### src/pkg/rdt_pkg.sv
// Package: register map, encodings and timing for the remote diode readout
package rdt_pkg;

  // ------------------------------------------------------------
  // Register map (word indices; byte address is four times the index)
  // ------------------------------------------------------------
  localparam logic [7:0] ADDR_REMOTE1_VALUE = 8'h25;
  localparam logic [7:0] ADDR_REMOTE2_VALUE = 8'h27;
  localparam logic [7:0] ADDR_FRACTION      = 8'h77;
  localparam logic [7:0] ADDR_CONFIG        = 8'h7c;
  localparam logic [7:0] ADDR_STATUS        = 8'h80;

  // ------------------------------------------------------------
  // Field positions and reset values
  // ------------------------------------------------------------
  localparam int         CFG_OFFSET64_BIT = 0;
  localparam int         CFG_ENABLE_BIT   = 1;
  localparam logic [7:0] CFG_RESET        = 8'h02;
  localparam int         FRAC_R1_LSB      = 2;
  localparam int         FRAC_R2_LSB      = 4;
  localparam logic [7:0] VALUE_RESET      = 8'h00;

  // ------------------------------------------------------------
  // Encoding constants
  // ------------------------------------------------------------
  localparam logic [7:0] TWOS_FAULT_CODE = 8'h80;
  localparam logic [7:0] OFS64_FAULT_CODE = 8'h00;
  localparam logic [9:0] OFS64_BIAS      = 10'h100;
  localparam int         TWOS_MAX_DEG    = 127;
  localparam int         TWOS_MIN_DEG    = -127;
  localparam int         OFS_MAX_DEG     = 191;
  localparam int         OFS_MIN_DEG     = -63;

  // ------------------------------------------------------------
  // Timing: bias settling per step
  // ------------------------------------------------------------
  localparam int CLK_MHZ       = 25;
  localparam int SETTLE_US     = 10;
  localparam int SETTLE_CYCLES = (SETTLE_US * CLK_MHZ < 1) ? 1 : SETTLE_US * CLK_MHZ;
  localparam int AVG_COUNT     = 16;

  // Bias levels driven to the analog front end
  typedef enum logic [1:0] {
    RDT_BIAS_BASE = 2'h0,
    RDT_BIAS_N1   = 2'h1,
    RDT_BIAS_N2   = 2'h2
  } rdt_bias_t;

  // Per-sample result from the analog converter
  typedef struct packed {
    logic       fault;
    logic [9:0] quarter_deg;
  } rdt_sample_t;

endpackage

### src/hdl/rdt_encode.sv
// Encoder: signed quarter-degree result to register byte and fraction bits
`timescale 1ns/1ps
module rdt_encode (
  input  wire logic       offset64,
  input  wire logic       fault,
  input  wire logic [9:0] quarter_deg,
  output logic      [7:0] value_byte,
  output logic      [1:0] frac_bits
);
  import rdt_pkg::*;

  logic signed [7:0] whole;
  logic        [9:0] biased;

  // Apply chosen encoding, replace with fault code on fault, on -128 (twos) or below -63 (offset-64)
  always_comb begin
    whole  = $signed(quarter_deg[9:2]);
    biased = quarter_deg + OFS64_BIAS;
    frac_bits = quarter_deg[1:0];
    if (offset64) begin
      value_byte = biased[9:2];
      if (fault || $signed(quarter_deg[9:2]) < OFS_MIN_DEG) begin
        value_byte = OFS64_FAULT_CODE;
        frac_bits  = 2'h0;
      end
    end else begin
      value_byte = whole;
      if (fault || whole == TWOS_FAULT_CODE) begin
        value_byte = TWOS_FAULT_CODE;
        frac_bits  = 2'h0;
      end
    end
  end
endmodule

### src/hdl/rdt_readout.sv
// Remote diode readout: bias sequencing, averaging, encoding and AXI4-Lite registers
`timescale 1ns/1ps
module rdt_readout (
  input  wire logic                     mclk,
  input  wire logic                     rst_n,
  input  wire logic                     clk_en,
  // Analog front end
  output logic                          bias_sel_q,
  output rdt_pkg::rdt_bias_t            bias_level_q,
  output logic                          sample_req_q,
  input  wire logic                     sample_valid,
  input  wire rdt_pkg::rdt_sample_t     sample_dv1,
  input  wire rdt_pkg::rdt_sample_t     sample_dv2,
  // AXI4-Lite slave
  input  wire logic [9:0]               s_axi_awaddr,
  input  wire logic                     s_axi_awvalid,
  output logic                          s_axi_awready,
  input  wire logic [31:0]              s_axi_wdata,
  input  wire logic [3:0]               s_axi_wstrb,
  input  wire logic                     s_axi_wvalid,
  output logic                          s_axi_wready,
  output logic [1:0]                    s_axi_bresp,
  output logic                          s_axi_bvalid,
  input  wire logic                     s_axi_bready,
  input  wire logic [9:0]               s_axi_araddr,
  input  wire logic                     s_axi_arvalid,
  output logic                          s_axi_arready,
  output logic [31:0]                   s_axi_rdata,
  output logic [1:0]                    s_axi_rresp,
  output logic                          s_axi_rvalid,
  input  wire logic                     s_axi_rready
);
  import rdt_pkg::*;
  parameter int NUM_CH  = 2;
  parameter int AVG_LOG = 4;
  initial begin
    if (NUM_CH != 2) $error("Only two remote channels are mapped");
    if ((1 << AVG_LOG) != AVG_COUNT) $error("Averaging depth must be sixteen");
  end
  // ------------------------------------------------------------
  // Sequencer
  // ------------------------------------------------------------
  typedef enum logic [4:0] {
    ST_BASE1 = 5'b00001,
    ST_HIGH1 = 5'b00010,
    ST_BASE2 = 5'b00100,
    ST_HIGH2 = 5'b01000,
    ST_WAIT  = 5'b10000
  } rdt_state_t;
  rdt_state_t  state_q;
  logic [15:0] settle_q;
  logic [3:0]  avg_cnt_q;
  logic [7:0]  cfg_q;
  logic        sv_s1_q;
  logic        sv_s2_q;
  logic        sv_prev_q;
  logic        sample_stb;
  // Two-flop sync of the converter's done level, then edge detect
  always_ff @(posedge mclk) begin
    if (!rst_n) begin
      sv_s1_q   <= 1'b0;
      sv_s2_q   <= 1'b0;
      sv_prev_q <= 1'b0;
    end else if (clk_en) begin
      sv_s1_q   <= sample_valid;
      sv_s2_q   <= sv_s1_q;
      sv_prev_q <= sv_s2_q;
    end
  end
  assign sample_stb = sv_s2_q & ~sv_prev_q;
  // Bias step walk: base, N1, base, N2, then convert
  always_ff @(posedge mclk) begin
    if (!rst_n) begin
      state_q      <= ST_BASE1;
      settle_q     <= 16'h0000;
      bias_level_q <= RDT_BIAS_BASE;
      sample_req_q <= 1'b0;
    end else if (clk_en) begin
      sample_req_q <= 1'b0;
      if (state_q != ST_WAIT && cfg_q[CFG_ENABLE_BIT]) begin
        if (settle_q == 16'(SETTLE_CYCLES - 1)) begin
          settle_q <= 16'h0000;
          unique case (state_q)
            ST_BASE1: begin
              state_q      <= ST_HIGH1;
              bias_level_q <= RDT_BIAS_N1;
            end
            ST_HIGH1: begin
              state_q      <= ST_BASE2;
              bias_level_q <= RDT_BIAS_BASE;
            end
            ST_BASE2: begin
              state_q      <= ST_HIGH2;
              bias_level_q <= RDT_BIAS_N2;
            end
            ST_HIGH2: begin
              state_q      <= ST_WAIT;
              bias_level_q <= RDT_BIAS_BASE;
              sample_req_q <= 1'b1;
            end
            default: state_q <= ST_BASE1;
          endcase
        end else begin
          settle_q <= settle_q + 16'h0001;
        end
      end else if (state_q == ST_WAIT && sample_stb) begin
        state_q <= ST_BASE1;
      end
    end
  end
  // Channel select flips after each group of sixteen cycles
  always_ff @(posedge mclk) begin
    if (!rst_n) begin
      bias_sel_q <= 1'b0;
    end else if (clk_en && sample_stb && state_q == ST_WAIT && avg_cnt_q == 4'hf) begin
      bias_sel_q <= ~bias_sel_q;
    end
  end

  // ------------------------------------------------------------
  // Averaging: combine both differences, accumulate sixteen
  // ------------------------------------------------------------
  logic signed [10:0] combined;
  logic signed [14:0] acc_q;
  logic               fault_acc_q;
  logic signed [14:0] acc_next;
  logic               done_pulse;
  // Two bias differences averaged into one quarter-degree figure
  assign combined   = ($signed({sample_dv1.quarter_deg[9], sample_dv1.quarter_deg})
                     + $signed({sample_dv2.quarter_deg[9], sample_dv2.quarter_deg})) >>> 1;
  assign acc_next   = acc_q + 15'(combined);
  assign done_pulse = sample_stb && state_q == ST_WAIT && avg_cnt_q == 4'hf;
  always_ff @(posedge mclk) begin
    if (!rst_n) begin
      acc_q       <= 15'h0000;
      avg_cnt_q   <= 4'h0;
      fault_acc_q <= 1'b0;
    end else if (clk_en && sample_stb && state_q == ST_WAIT) begin
      avg_cnt_q <= avg_cnt_q + 4'h1;
      if (avg_cnt_q == 4'hf) begin
        acc_q       <= 15'h0000;
        fault_acc_q <= 1'b0;
      end else begin
        acc_q       <= acc_next;
        fault_acc_q <= fault_acc_q | sample_dv1.fault | sample_dv2.fault;
      end
    end
  end

  // ------------------------------------------------------------
  // Encoding and result registers
  // ------------------------------------------------------------
  logic [9:0] avg_result;
  logic       avg_fault;
  logic [7:0] enc_value;
  logic [1:0] enc_frac;
  logic [7:0] value_q [NUM_CH];
  logic [1:0] frac_q  [NUM_CH];
  logic [9:0] raw_q   [NUM_CH];
  logic       flt_q   [NUM_CH];
  logic       frozen_q;
  logic [2:0] pend_q;
  assign avg_result = acc_next[13:4];
  assign avg_fault  = fault_acc_q | sample_dv1.fault | sample_dv2.fault;
  // Raw result kept per channel so encoding change applies at once
  generate
    for (genvar c = 0; c < NUM_CH; c++) begin : g_ch
      always_ff @(posedge mclk) begin
        if (!rst_n) begin
          raw_q[c] <= 10'h000;
          flt_q[c] <= 1'b1;
        end else if (clk_en && done_pulse && bias_sel_q == 1'(c)) begin
          raw_q[c] <= avg_result;
          flt_q[c] <= avg_fault;
        end
      end
      logic [7:0] ev;
      logic [1:0] ef;
      rdt_encode u_enc (
        .offset64    (cfg_q[CFG_OFFSET64_BIT]),
        .fault       (flt_q[c]),
        .quarter_deg (raw_q[c]),
        .value_byte  (ev),
        .frac_bits   (ef)
      );
      // Reading registers track the encoder unless frozen
      always_ff @(posedge mclk) begin
        if (!rst_n) begin
          value_q[c] <= VALUE_RESET;
          frac_q[c]  <= 2'h0;
        end else if (clk_en && !frozen_q) begin
          value_q[c] <= ev;
          frac_q[c]  <= ef;
        end
      end
    end
  endgenerate

  // ------------------------------------------------------------
  // AXI4-Lite write channel
  // ------------------------------------------------------------
  logic aw_hold_q;
  logic w_hold_q;
  logic [9:0] awaddr_q;
  logic [7:0] wbyte_q;
  logic       wstrb0_q;

  always_ff @(posedge mclk) begin
    if (!rst_n) begin
      aw_hold_q     <= 1'b0;
      w_hold_q      <= 1'b0;
      awaddr_q      <= 10'h000;
      wbyte_q       <= 8'h00;
      wstrb0_q      <= 1'b0;
      s_axi_awready <= 1'b0;
      s_axi_wready  <= 1'b0;
      s_axi_bvalid  <= 1'b0;
      s_axi_bresp   <= 2'h0;
      cfg_q         <= CFG_RESET;
    end else if (clk_en) begin
      s_axi_awready <= !aw_hold_q && !s_axi_awready && !s_axi_bvalid;
      s_axi_wready  <= !w_hold_q && !s_axi_wready && !s_axi_bvalid;
      if (s_axi_awvalid && s_axi_awready) begin
        aw_hold_q <= 1'b1;
        awaddr_q  <= s_axi_awaddr;
      end
      if (s_axi_wvalid && s_axi_wready) begin
        w_hold_q <= 1'b1;
        wbyte_q  <= s_axi_wdata[7:0];
        wstrb0_q <= s_axi_wstrb[0];
      end
      if (aw_hold_q && w_hold_q && !s_axi_bvalid) begin
        aw_hold_q    <= 1'b0;
        w_hold_q     <= 1'b0;
        s_axi_bvalid <= 1'b1;
        if (awaddr_q[9:2] == ADDR_CONFIG) begin
          s_axi_bresp <= 2'h0;
          if (wstrb0_q) begin
            cfg_q <= wbyte_q & 8'h03;
          end
        end else begin
          s_axi_bresp <= 2'h2;
        end
      end else if (s_axi_bvalid && s_axi_bready) begin
        s_axi_bvalid <= 1'b0;
      end
    end
  end

  // ------------------------------------------------------------
  // AXI4-Lite read channel and freeze tracking
  // ------------------------------------------------------------
  logic [7:0] raddr;
  assign raddr = s_axi_araddr[9:2];

  always_ff @(posedge mclk) begin
    if (!rst_n) begin
      s_axi_arready <= 1'b0;
      s_axi_rvalid  <= 1'b0;
      s_axi_rdata   <= 32'h0000_0000;
      s_axi_rresp   <= 2'h0;
      frozen_q      <= 1'b0;
      pend_q        <= 3'h0;
    end else if (clk_en) begin
      s_axi_arready <= !s_axi_arready && !s_axi_rvalid;
      if (s_axi_arvalid && s_axi_arready) begin
        s_axi_rvalid <= 1'b1;
        s_axi_rresp  <= 2'h0;
        s_axi_rdata  <= 32'h0000_0000;
        unique case (raddr)
          ADDR_REMOTE1_VALUE: begin
            s_axi_rdata[7:0] <= value_q[0];
            if (frozen_q && pend_q == 3'h2) frozen_q <= 1'b0;
            pend_q <= pend_q & 3'b101;
          end
          ADDR_REMOTE2_VALUE: begin
            s_axi_rdata[7:0] <= value_q[1];
            if (frozen_q && pend_q == 3'h4) frozen_q <= 1'b0;
            pend_q <= pend_q & 3'b011;
          end
          ADDR_FRACTION: begin
            s_axi_rdata[FRAC_R1_LSB +: 2] <= frac_q[0];
            s_axi_rdata[FRAC_R2_LSB +: 2] <= frac_q[1];
            frozen_q <= 1'b1;
            pend_q   <= 3'h6;
          end
          ADDR_CONFIG: s_axi_rdata[7:0] <= cfg_q;
          ADDR_STATUS: s_axi_rdata[7:0] <= {5'h00, frozen_q, flt_q[1], flt_q[0]};
          default:     s_axi_rresp <= 2'h2;
        endcase
      end else if (s_axi_rvalid && s_axi_rready) begin
        s_axi_rvalid <= 1'b0;
      end
    end
  end
endmodule

### config.mk
export PLATFORM = sky130hd
export DESIGN_NAME = rdt_readout
export DESIGN_NICKNAME = d
export VERILOG_FILES = /design/src/pkg/rdt_pkg.sv /design/src/hdl/rdt_encode.sv /design/src/hdl/rdt_readout.sv
export SDC_FILE = /design/constraint.sdc
export NUM_CORES = 1
export LEC_CHECK = 0
export BUFFER_PORTS_ARGS = -buffer_cell sky130_fd_sc_hd__buf_2
export CELL_PAD_IN_SITES_DETAIL_PLACEMENT = 2
export CELL_PAD_IN_SITES_GLOBAL_PLACEMENT = 2
export CORE_ASPECT_RATIO = 1.25
export CORE_MARGIN = 5
export CORE_UTILIZATION = 34
export CTS_CLUSTER_DIAMETER = 100
export DETAILED_ROUTE_END_ITERATION = 6
export MAX_ROUTING_LAYER = met4
export PLACE_DENSITY = 0.92
export SLEW_MARGIN = 20
export SYNTH_ARGS = -nofsm -noshare
export SYNTH_HDL_FRONTEND = slang
export SYNTH_SLANG_ARGS = --single-unit
export TNS_END_PERCENT = 100
### constraint.sdc
create_clock -name mclk -period 4.4 [get_ports mclk]
set_input_delay 0.66 -clock mclk [delete_from_list [all_inputs] [get_ports mclk]]
set_output_delay 0.66 -clock mclk [all_outputs]
set_load 0.1 [all_outputs]
Yosys cells after proc, flatten, opt, wreduce, memory -nomap -nowiden
Memories as Yosys holds them, arrays and structs flattened.
Cells that the tools add are included.
{"block": "op_classes", "eq_ne": 21, "n_reduce_logical": 63, "addsub": 6, "bitwise": 15, "n_lt_le_gt_ge": 2, "n_mux": 58}
{"cell": "8-bit 2-to-1 mux", "count": 8}
{"cell": "1-bit 2-to-1 mux", "count": 26}
{"cell": "8-bit by 7-bit == test with 1-bit output, second input constant", "count": 3}
{"cell": "8-bit == test, second input constant", "count": 3}
{"cell": "1-bit logical AND", "count": 24}
{"cell": "10-bit by 9-bit adder with 10-bit output, second input constant", "count": 2}
{"cell": "10-bit 2-to-1 mux", "count": 2}
{"cell": "2-bit 2-to-1 mux", "count": 10}
{"cell": "5-bit case mux with 4 select lines", "count": 1}
{"cell": "2-bit AND reduction", "count": 9}
{"cell": "16-bit by 1-bit adder with 16-bit output, second input constant", "count": 1}
{"cell": "16-bit by 8-bit == test with 1-bit output, second input constant", "count": 1}
{"cell": "8-bit by 6-bit == test with 1-bit output, second input constant", "count": 2}
{"cell": "8-bit by 7-bit less-than comparator with 1-bit output, second input constant", "count": 2}
{"cell": "16-bit 2-to-1 mux", "count": 1}
{"cell": "4-bit case mux with 4 select lines", "count": 1}
{"cell": "4-bit AND reduction", "count": 4}
{"cell": "15-bit by 10-bit adder with 15-bit output", "count": 1}
{"cell": "15-bit 2-to-1 mux", "count": 1}
{"cell": "5-bit 2-to-1 mux", "count": 3}
{"cell": "2-bit nonzero test", "count": 7}
{"cell": "10-bit by 10-bit adder with 11-bit output", "count": 1}
{"cell": "1-bit bitwise OR", "count": 10}
{"cell": "5-bit AND reduction", "count": 2}
{"cell": "other kinds (25)", "count": 40}
{"block": "word_totals", "inputBits": 87, "regBits": 86, "elab_cells": 198, "out_inout_bits": 45, "ramBits": 42, "n_memories": 4}
{"memory": "raw_q", "words": 2, "width": 10, "read_ports": 2, "rd_ports_with_merged_regs": 0, "wr": 2, "line": "rdt_readout.sv:159", "source": "logic [9:0] raw_q [NUM_CH];"}
{"memory": "value_q", "words": 2, "width": 8, "read_ports": 2, "rd_ports_with_merged_regs": 0, "wr": 2, "line": "rdt_readout.sv:157", "source": "logic [7:0] value_q [NUM_CH];"}
{"memory": "frac_q", "words": 2, "width": 2, "read_ports": 2, "rd_ports_with_merged_regs": 0, "wr": 2, "line": "rdt_readout.sv:158", "source": "logic [1:0] frac_q [NUM_CH];"}
{"memory": "flt_q", "words": 2, "width": 1, "read_ports": 2, "rd_ports_with_merged_regs": 0, "wr": 2, "line": "rdt_readout.sv:160", "source": "logic flt_q [NUM_CH];"}

Logic depth before layout (Yosys ltp)
Gate-level depths: netlist (run 1).
{"block": "logic_depth", "depth_word": 10, "depth_mapped": 14, "depth_no_buf": 14}

Cells and area by module
From an unflattened synthesis (run 1), not the netlist that was laid out.
{"block": "unflattened", "cells_unflattened": 702, "hier_area_um2": 6715.2}
{"module": "rdt_readout", "cells_per_inst": 650, "seq_area_each_um2": 2862.7, "instances": 1, "area_each_um2": 6214.7}
{"module": "rdt_encode", "cells_per_inst": 26, "seq_area_each_um2": 0.0, "instances": 2, "area_each_um2": 250.2}

Worst setup path after synthesis (run 1)
Ideal clock, no wire load.
{"block": "synth_path", "kind": "input to register", "from": "in sample_dv1[0] in the netlist's numbering", "to": "mem raw_q[1][9] (data pin)", "setup_slack_ns": 0.713, "arrival_ns": 3.421, "path_buffers": 0, "required_time_ns": 4.134, "stages": 12, "setup_time_ns": 0.266, "path_cell_list": "and2_1 fa_1 a211oi_1 o211ai_1 a31oi_1 ha_1 o21ai_0 o21ai_0 a21oi_1 o31a_1 xor3_1 nor2_1"}
{"element": "start: declaration", "line": "rdt_readout.sv:12", "source": "input wire rdt_pkg::rdt_sample_t sample_dv1,"}
{"element": "end: declaration", "line": "rdt_readout.sv:159"}

==> results of run 1 <==
final timing paths:
path | end | start | slack (ns) | depth (start not counted)
hold reg to reg | acc_q[2] | acc_q[2] | 0.47 | 2
hold / removal | acc_q[2] | acc_q[2] | 0.47 | 2
setup / recovery | raw_q[1][9] | sample_dv1[1] | 0.78 | 15
setup reg to reg | flt_q[0] | state_q[3] | 1.31 | 6
stage by stage:
step                utilization  cells  setup WS [ns]
floorplan                     -    724          0.713
global placement          0.371    977          0.407
detailed placement        0.371    977          0.344
CTS                       0.402   1007          0.758
global route              0.402   1007          0.610
finish                    0.402   1007          0.780
logic make-up after synthesis:
group	after synthesis	share of synthesized area
adders and majority gates	33	0.0651
DFF	122	0.436
AOI/OAI and AO/OA	134	0.135
buffers and inverters	66	0.0567
muxes	17	0.0272
xor gates and xnor gates	37	0.0516
and+or+nand+nor	289	0.228
other	1	0.000571
worst reg2reg max path, stage by stage (launching register included):
cell and delay [ns]:
dfxtp_1 0.39, or3_1 0.53, nor4_4 0.66, nand2_1 0.22, nor2_1 0.19, nand2_1 0.26, or4_1 0.55
metal layers:
layer | wire, µm | GRT usage | vias up | part of all wire
li1 | - | - | 2572 | -
met1 | 7440 | 0.182 | 2619 | 0.39
met2 | 10600 | 0.345 | 123 | 0.55
met3 | 706 | 0.0336 | 36 | 0.037
met4 | 433 | 0.0634 | 0 | 0.023
met5 | 0 | - | - | 0
power breakdown:
group	total [mW]	switching [mW]	internal (mW)	leakage, nW
clock	1.38	0.499	0.882	0.282
sequential	1.22	0.0222	1.20	1.08
combinational	0.425	0.307	0.118	1.71
total	3.03	0.829	2.20	3.07
cell usage in the layout, fill, tap and decap left out, types with 5 or more instances in the layout:
cell type / n
a211oi_1: 7
a21boi_0: 20
mux2_2: 7
dfxtp_1: 80
o211ai_1: 6
nor2b_1: 19
nor3_1: 7
ha_1: 31
nand3_1: 26
nand2_1: 71
nand4b_1: 5
conb_1: 26
buf_4: 5
nor2_1: 69
nor4_1: 8
inv_1: 13
xor2_1: 22
nand3b_1: 6
mux2i_1: 10
a21oi_1: 28
o21ai_0: 32
edfxtp_1: 42
a21o_1: 5
nand4_1: 11
nor3b_1: 5
buf_2: 68
xnor2_1: 14
clkbuf_16: 19
and2_1: 29
nand2b_1: 7
final cells by class:
| cell class | count | area (µm²) |
|---|---|---|
| Tap cell | 232 | 290 |
| Multi-Input combinational cell | 536 | 3430 |
| Clock inverter | 5 | 56.3 |
| Sequential cell | 122 | 2860 |
| Inverter | 14 | 52.6 |
| Timing Repair Buffer | 73 | 378 |
| Fill cell | 2072 | 11300 |
| Clock buffer | 25 | 528 |
flip-flops by register name, summed over array words and instances, names as in the netlist, 4 cells and up:
| register | flops |
|---|---|
| value_q | 16 |
| acc_q | 14 |
| state_q | 5 |
| awaddr_q | 8 |
| raw_q | 20 |
| avg_cnt_q | 4 |
| settle_q | 16 |
| frac_q | 4 |
| s_axi_rdata | 8 |
==> qor.yml, run 1 <==
drive_gt1_frac: 0.151
overflow: 0
critical_path_class: "input port to flop"
finalWirelength_um: 19100
syn_inst: 699
yosysMostFrequentCell: "dfxtp_1"
grt_use_total: 0.180
synth_top_area_cell: "dfxtp_1"
synth_seq_cells: 122
pin_count: 132
numCtsBuffers: 17
final.period_utilization: 0.823
place_hpwl_um: 14100
required_ns: 4.67
ctsLongestPathBuffers: 2
cp_num_buf_inv: 1
status: "finished, final reports clean"
cp-start-kind: "input port"
antenna_left: 0
relSlewSlack: 0.484
synth-edff-count: 42
cts_tree: "yes"
die_w_um: 134
avgSynthCellArea_um2: 9.40
drc: 0
clock-root-buffer: "clkbuf_16"
fmaxAchievable_ghz: 0.276
place_area_um2: 7010
routedWlPerCell_um: 19.0
first_pass_iters: 4
antenna_found_initial: 0
post_cts_buffers: 0
synth_area_leaders: "dfxtp_1, edfxtp_1, ha_1, nand2_1, nor2_1"
n_antenna_cell: 0
place.gp.congestion: 0.801
htree_levels: 4
cp.arrival_ns: 3.89
ys_async_sr_fraction: 0
fin_total_pwr_mw: 3.03
worstMarginPinSlew_ns: 0.769
cap_violations: 0
synthFlopType: "dfxtp_1"
hold_buffers: 0
port-buffer-count: 68
drtIter0Drc: 192
rsz0062_at_grt: "false"
end_kind: "flop"
final_area_um2: 7600
finalSetupTns_ns: 0
syn-cell-area_um2: 6570
nets: 884
hold_slack_ns: 0.471
rows: 56
hp-class: "flop to flop"
synth.distinct_cells: 70
area_delta_synth_final_pct: 15.7
start_util: 0.347
hold_violations: 0
cpPeakStageDelay_ns: 0.30
slowest_stage: "a211o_1"
worstPathCellList: "buf_2, ha_1, a31o_2, a21o_1, a211o_1, a21o_1, a21oi_1, xnor2_1, ha_1, a211oi_1, o21ai_0, a21oi_1, o31a_1, xor3_1, nor2_1"
clk_pin_slew_ns: 0.05
dieHeight_um: 165
core_area_um2: 18900
cts_resized: 0
yosysTopAreaCellShare: 0.244
crit_path_max_fanout: 4
yosys_warnings: 0
fin_skew_ns: 0.00841
finalWorstPathRequiredPeriod_ns: 3.62
seq_area_frac_synth: 0.436
routed_via_density: 5.31
setup_violations: 0
critPathTopFamily: "compound AO/OA/AOI/OAI gates"
grt_max_degree: 42
grt_pass1_vias: 5943
leakagePower_nw: 3.07
synth_common_cells: "dfxtp_1, nand2_1, nor2_1"
grt_pass1_wl_um: 30600
finalMaxSlewViolations: 0
clk_latency_ns: 0.42
route.vias.total: 5350
peakVddDrop_uv: 266
die_area_um2: 22200
power_density_nw_per_um2: 398
cts_sinks: 122
Note: power is estimated with default switching activity, not from simulation.
==> run 2, diff against run 1 <==
==> constraint.sdc (replaced) <==
create_clock -name mclk -period 3.7 [get_ports mclk]
set_input_delay 0.555 -clock mclk [delete_from_list [all_inputs] [get_ports mclk]]
set_output_delay 0.555 -clock mclk [all_outputs]
set_load 0.1 [all_outputs]
==> run 2 against run 1 <==
Net effect: non-clock buffer count grew 30; total power up 20%; final area grew 2.7%; clock-buffer cell count shrank 4; register-to-register slack worse by 0.65 ns; utilization up 1.1 points; worst setup slack got worse by 0.56 ns; critical path depth is the same; largest cell class unchanged; clock power is 17% higher; sequential share of layout area shrank 1.0 points; via count rose by 3.8%.
==> qor.yml, run 2 (same netlist as run 1, synthesis figures left out) <==
slowest_stage: "a211oi_1"
grt_max_degree: 38  # -9.5%
hp-class: "input port to flop"
cap_violations: 0  # unchanged
start_util: 0.347  # unchanged
overflow: 0  # unchanged
routedWlPerCell_um: 19.7  # +3.8%
worstPathCellList: "buf_2, ha_1, a31o_2, a21o_1, a211o_1, a21o_1, a21oi_1, xnor2_1, ha_1, a211oi_1, o21ai_0, a21oi_1, o31a_1, xor3_1, nor2_1"
setup_ws_ns: 0.224  # -0.556 ns
setup_violations: 0  # unchanged
cp.arrival_ns: 3.76  # -0.13 ns
relSlewSlack: 0.325  # -0.159
area_delta_synth_final_pct: 18.9
port-buffer-count: 68  # unchanged
fin_total_pwr_mw: 3.62  # +20%
finalMaxSlewViolations: 0  # unchanged
numCtsBuffers: 17  # unchanged
regArea_um2: 2860  # unchanged
cts_tree: "yes"
hold_slack_ns: 0.389  # -0.0814 ns
routed_via_density: 5.35  # +0.62%
clk_pin_slew_ns: 0.06  # about the same
final_common_cell: "dfxtp_1"
finalWorstPathRequiredPeriod_ns: 3.48
cts_resized: 0  # unchanged
multiInputGateArea_um2: 3430  # -0.18%
dieHeight_um: 165  # unchanged
reg2regPathDepth: 5  # -1
cp-start-kind: "input port"
n_antenna_cell: 0  # unchanged
clock-root-buffer: "clkbuf_16"
antenna_left: 0  # unchanged
power_density_nw_per_um2: 463  # +16%
place.gp.congestion: 0.799  # -0.19%
grt_pass1_wl_um: 33000  # +7.8%
status: "finished, final reports clean"
finalWirelength_um: 20500  # +7.1%
fmaxAchievable_ghz: 0.288
drtIter0Drc: 303  # +58%
nFillCells: 2067  # -0.24%
peakVddDrop_uv: 344  # +29%
final_cell_mix: "dfxtp_1, nand2_1, nor2_1, buf_2, edfxtp_1"
rsz0062_at_grt: "false"
required_ns: 3.98  # -0.69 ns
finalSetupTns_ns: 0  # unchanged
regMostFlops: "raw_q"
final.period_utilization: 0.939
cts_sinks: 122  # unchanged
clk_latency_ns: 0.43  # about the same
antenna_found_initial: 0  # unchanged
hold_violations: 0  # unchanged
grt_use_total: 0.195  # +0.0152
drc: 0  # unchanged
drive_gt1_frac: 0.186  # +0.0349
largest_reg_flops: 20  # unchanged
core_area_um2: 18900  # unchanged
htree_levels: 4  # unchanged
pre_cts_ws_ns: -0.203  # -0.547 ns
finalNonFillerCells: 1039  # +3.2%
route.vias.total: 5554  # +3.8%
grt_pass1_vias: 6260  # +5.3%
die_area_um2: 22200  # unchanged
leakagePower_nw: 3.22  # +4.7%
reg_top3: "raw_q (20), settle_q (16), value_q (16)"
crit_path_max_fanout: 2  # -2
pin_count: 132  # unchanged
nets: 914  # +3.4%
end_kind: "flop"
worstMarginPinSlew_ns: 1.00  # +0.234 ns
fin_skew_ns: 0.00864  # +0.000236 ns
hold_buffers: 0  # unchanged
rows: 56  # unchanged
die_w_um: 134  # unchanged
ctsLongestPathBuffers: 2  # unchanged
cpPeakStageDelay_ns: 0.33  # +0.03 ns
critical_path_class: "input port to flop"
dp_cells: 1007  # +3.1%
hold-path-cell-count: 3  # +1
first_pass_iters: 4  # unchanged
post_cts_buffers: 0  # unchanged
place_hpwl_um: 14900  # +5.7%
## run 2: path summary, 6_finish.rpt
path	from	end	slack (ns)
hold / removal	s_axi_awaddr[4]	awaddr_q[4]	0.39
setup / recovery	sample_dv1[1]	raw_q[0][9]	0.22
hold reg to reg	s_axi_rresp[1]	s_axi_rresp[1]	0.46
setup reg to reg	state_q[3]	flt_q[1]	0.66
## run 2: layout make-up
class,instances,area share
inverter,14,0.00673
multi-input combinational,536,0.439
clock inverter,11,0.0119
timing repair buffer,103,0.0772
clock buffer,21,0.0617
sequential,122,0.366
tap,232,0.0372
## run 2: report_power, final
part | total [mW] | leakage, nW | internal (mW) | switching [mW]
combinational | 0.551 | 1.86 | 0.175 | 0.376
clock | 1.62 | 0.280 | 0.992 | 0.624
sequential | 1.45 | 1.08 | 1.43 | 0.0268
total | 3.62 | 3.22 | 2.59 | 1.03
## run 2: through the flow
stage / util / cell area (µm²)
2_1_floorplan: - / 6660
3_3_place_gp: 0.383 / 7240
3_5_place_dp: 0.383 / 7240
4_1_cts: 0.413 / 7810
5_1_grt: 0.413 / 7810
6_report: 0.413 / 7810
## run 2: worst max-delay path, delay by kind of cell
family / cells / cell delay (ns)
buffers and inverters: 1 / 0.10
AND/OR/NAND/NOR: 1 / 0.11
AO/OA/AOI/OAI: 9 / 1.93
adder cells (fa/ha/maj): 2 / 0.59
XOR/XNOR: 2 / 0.47
## run 2: metal layers
layer,share of wire,GRT usage
met2,0.56,0.380
met5,0,-
met1,0.38,0.188
met3,0.035,0.0376
met4,0.030,0.0773
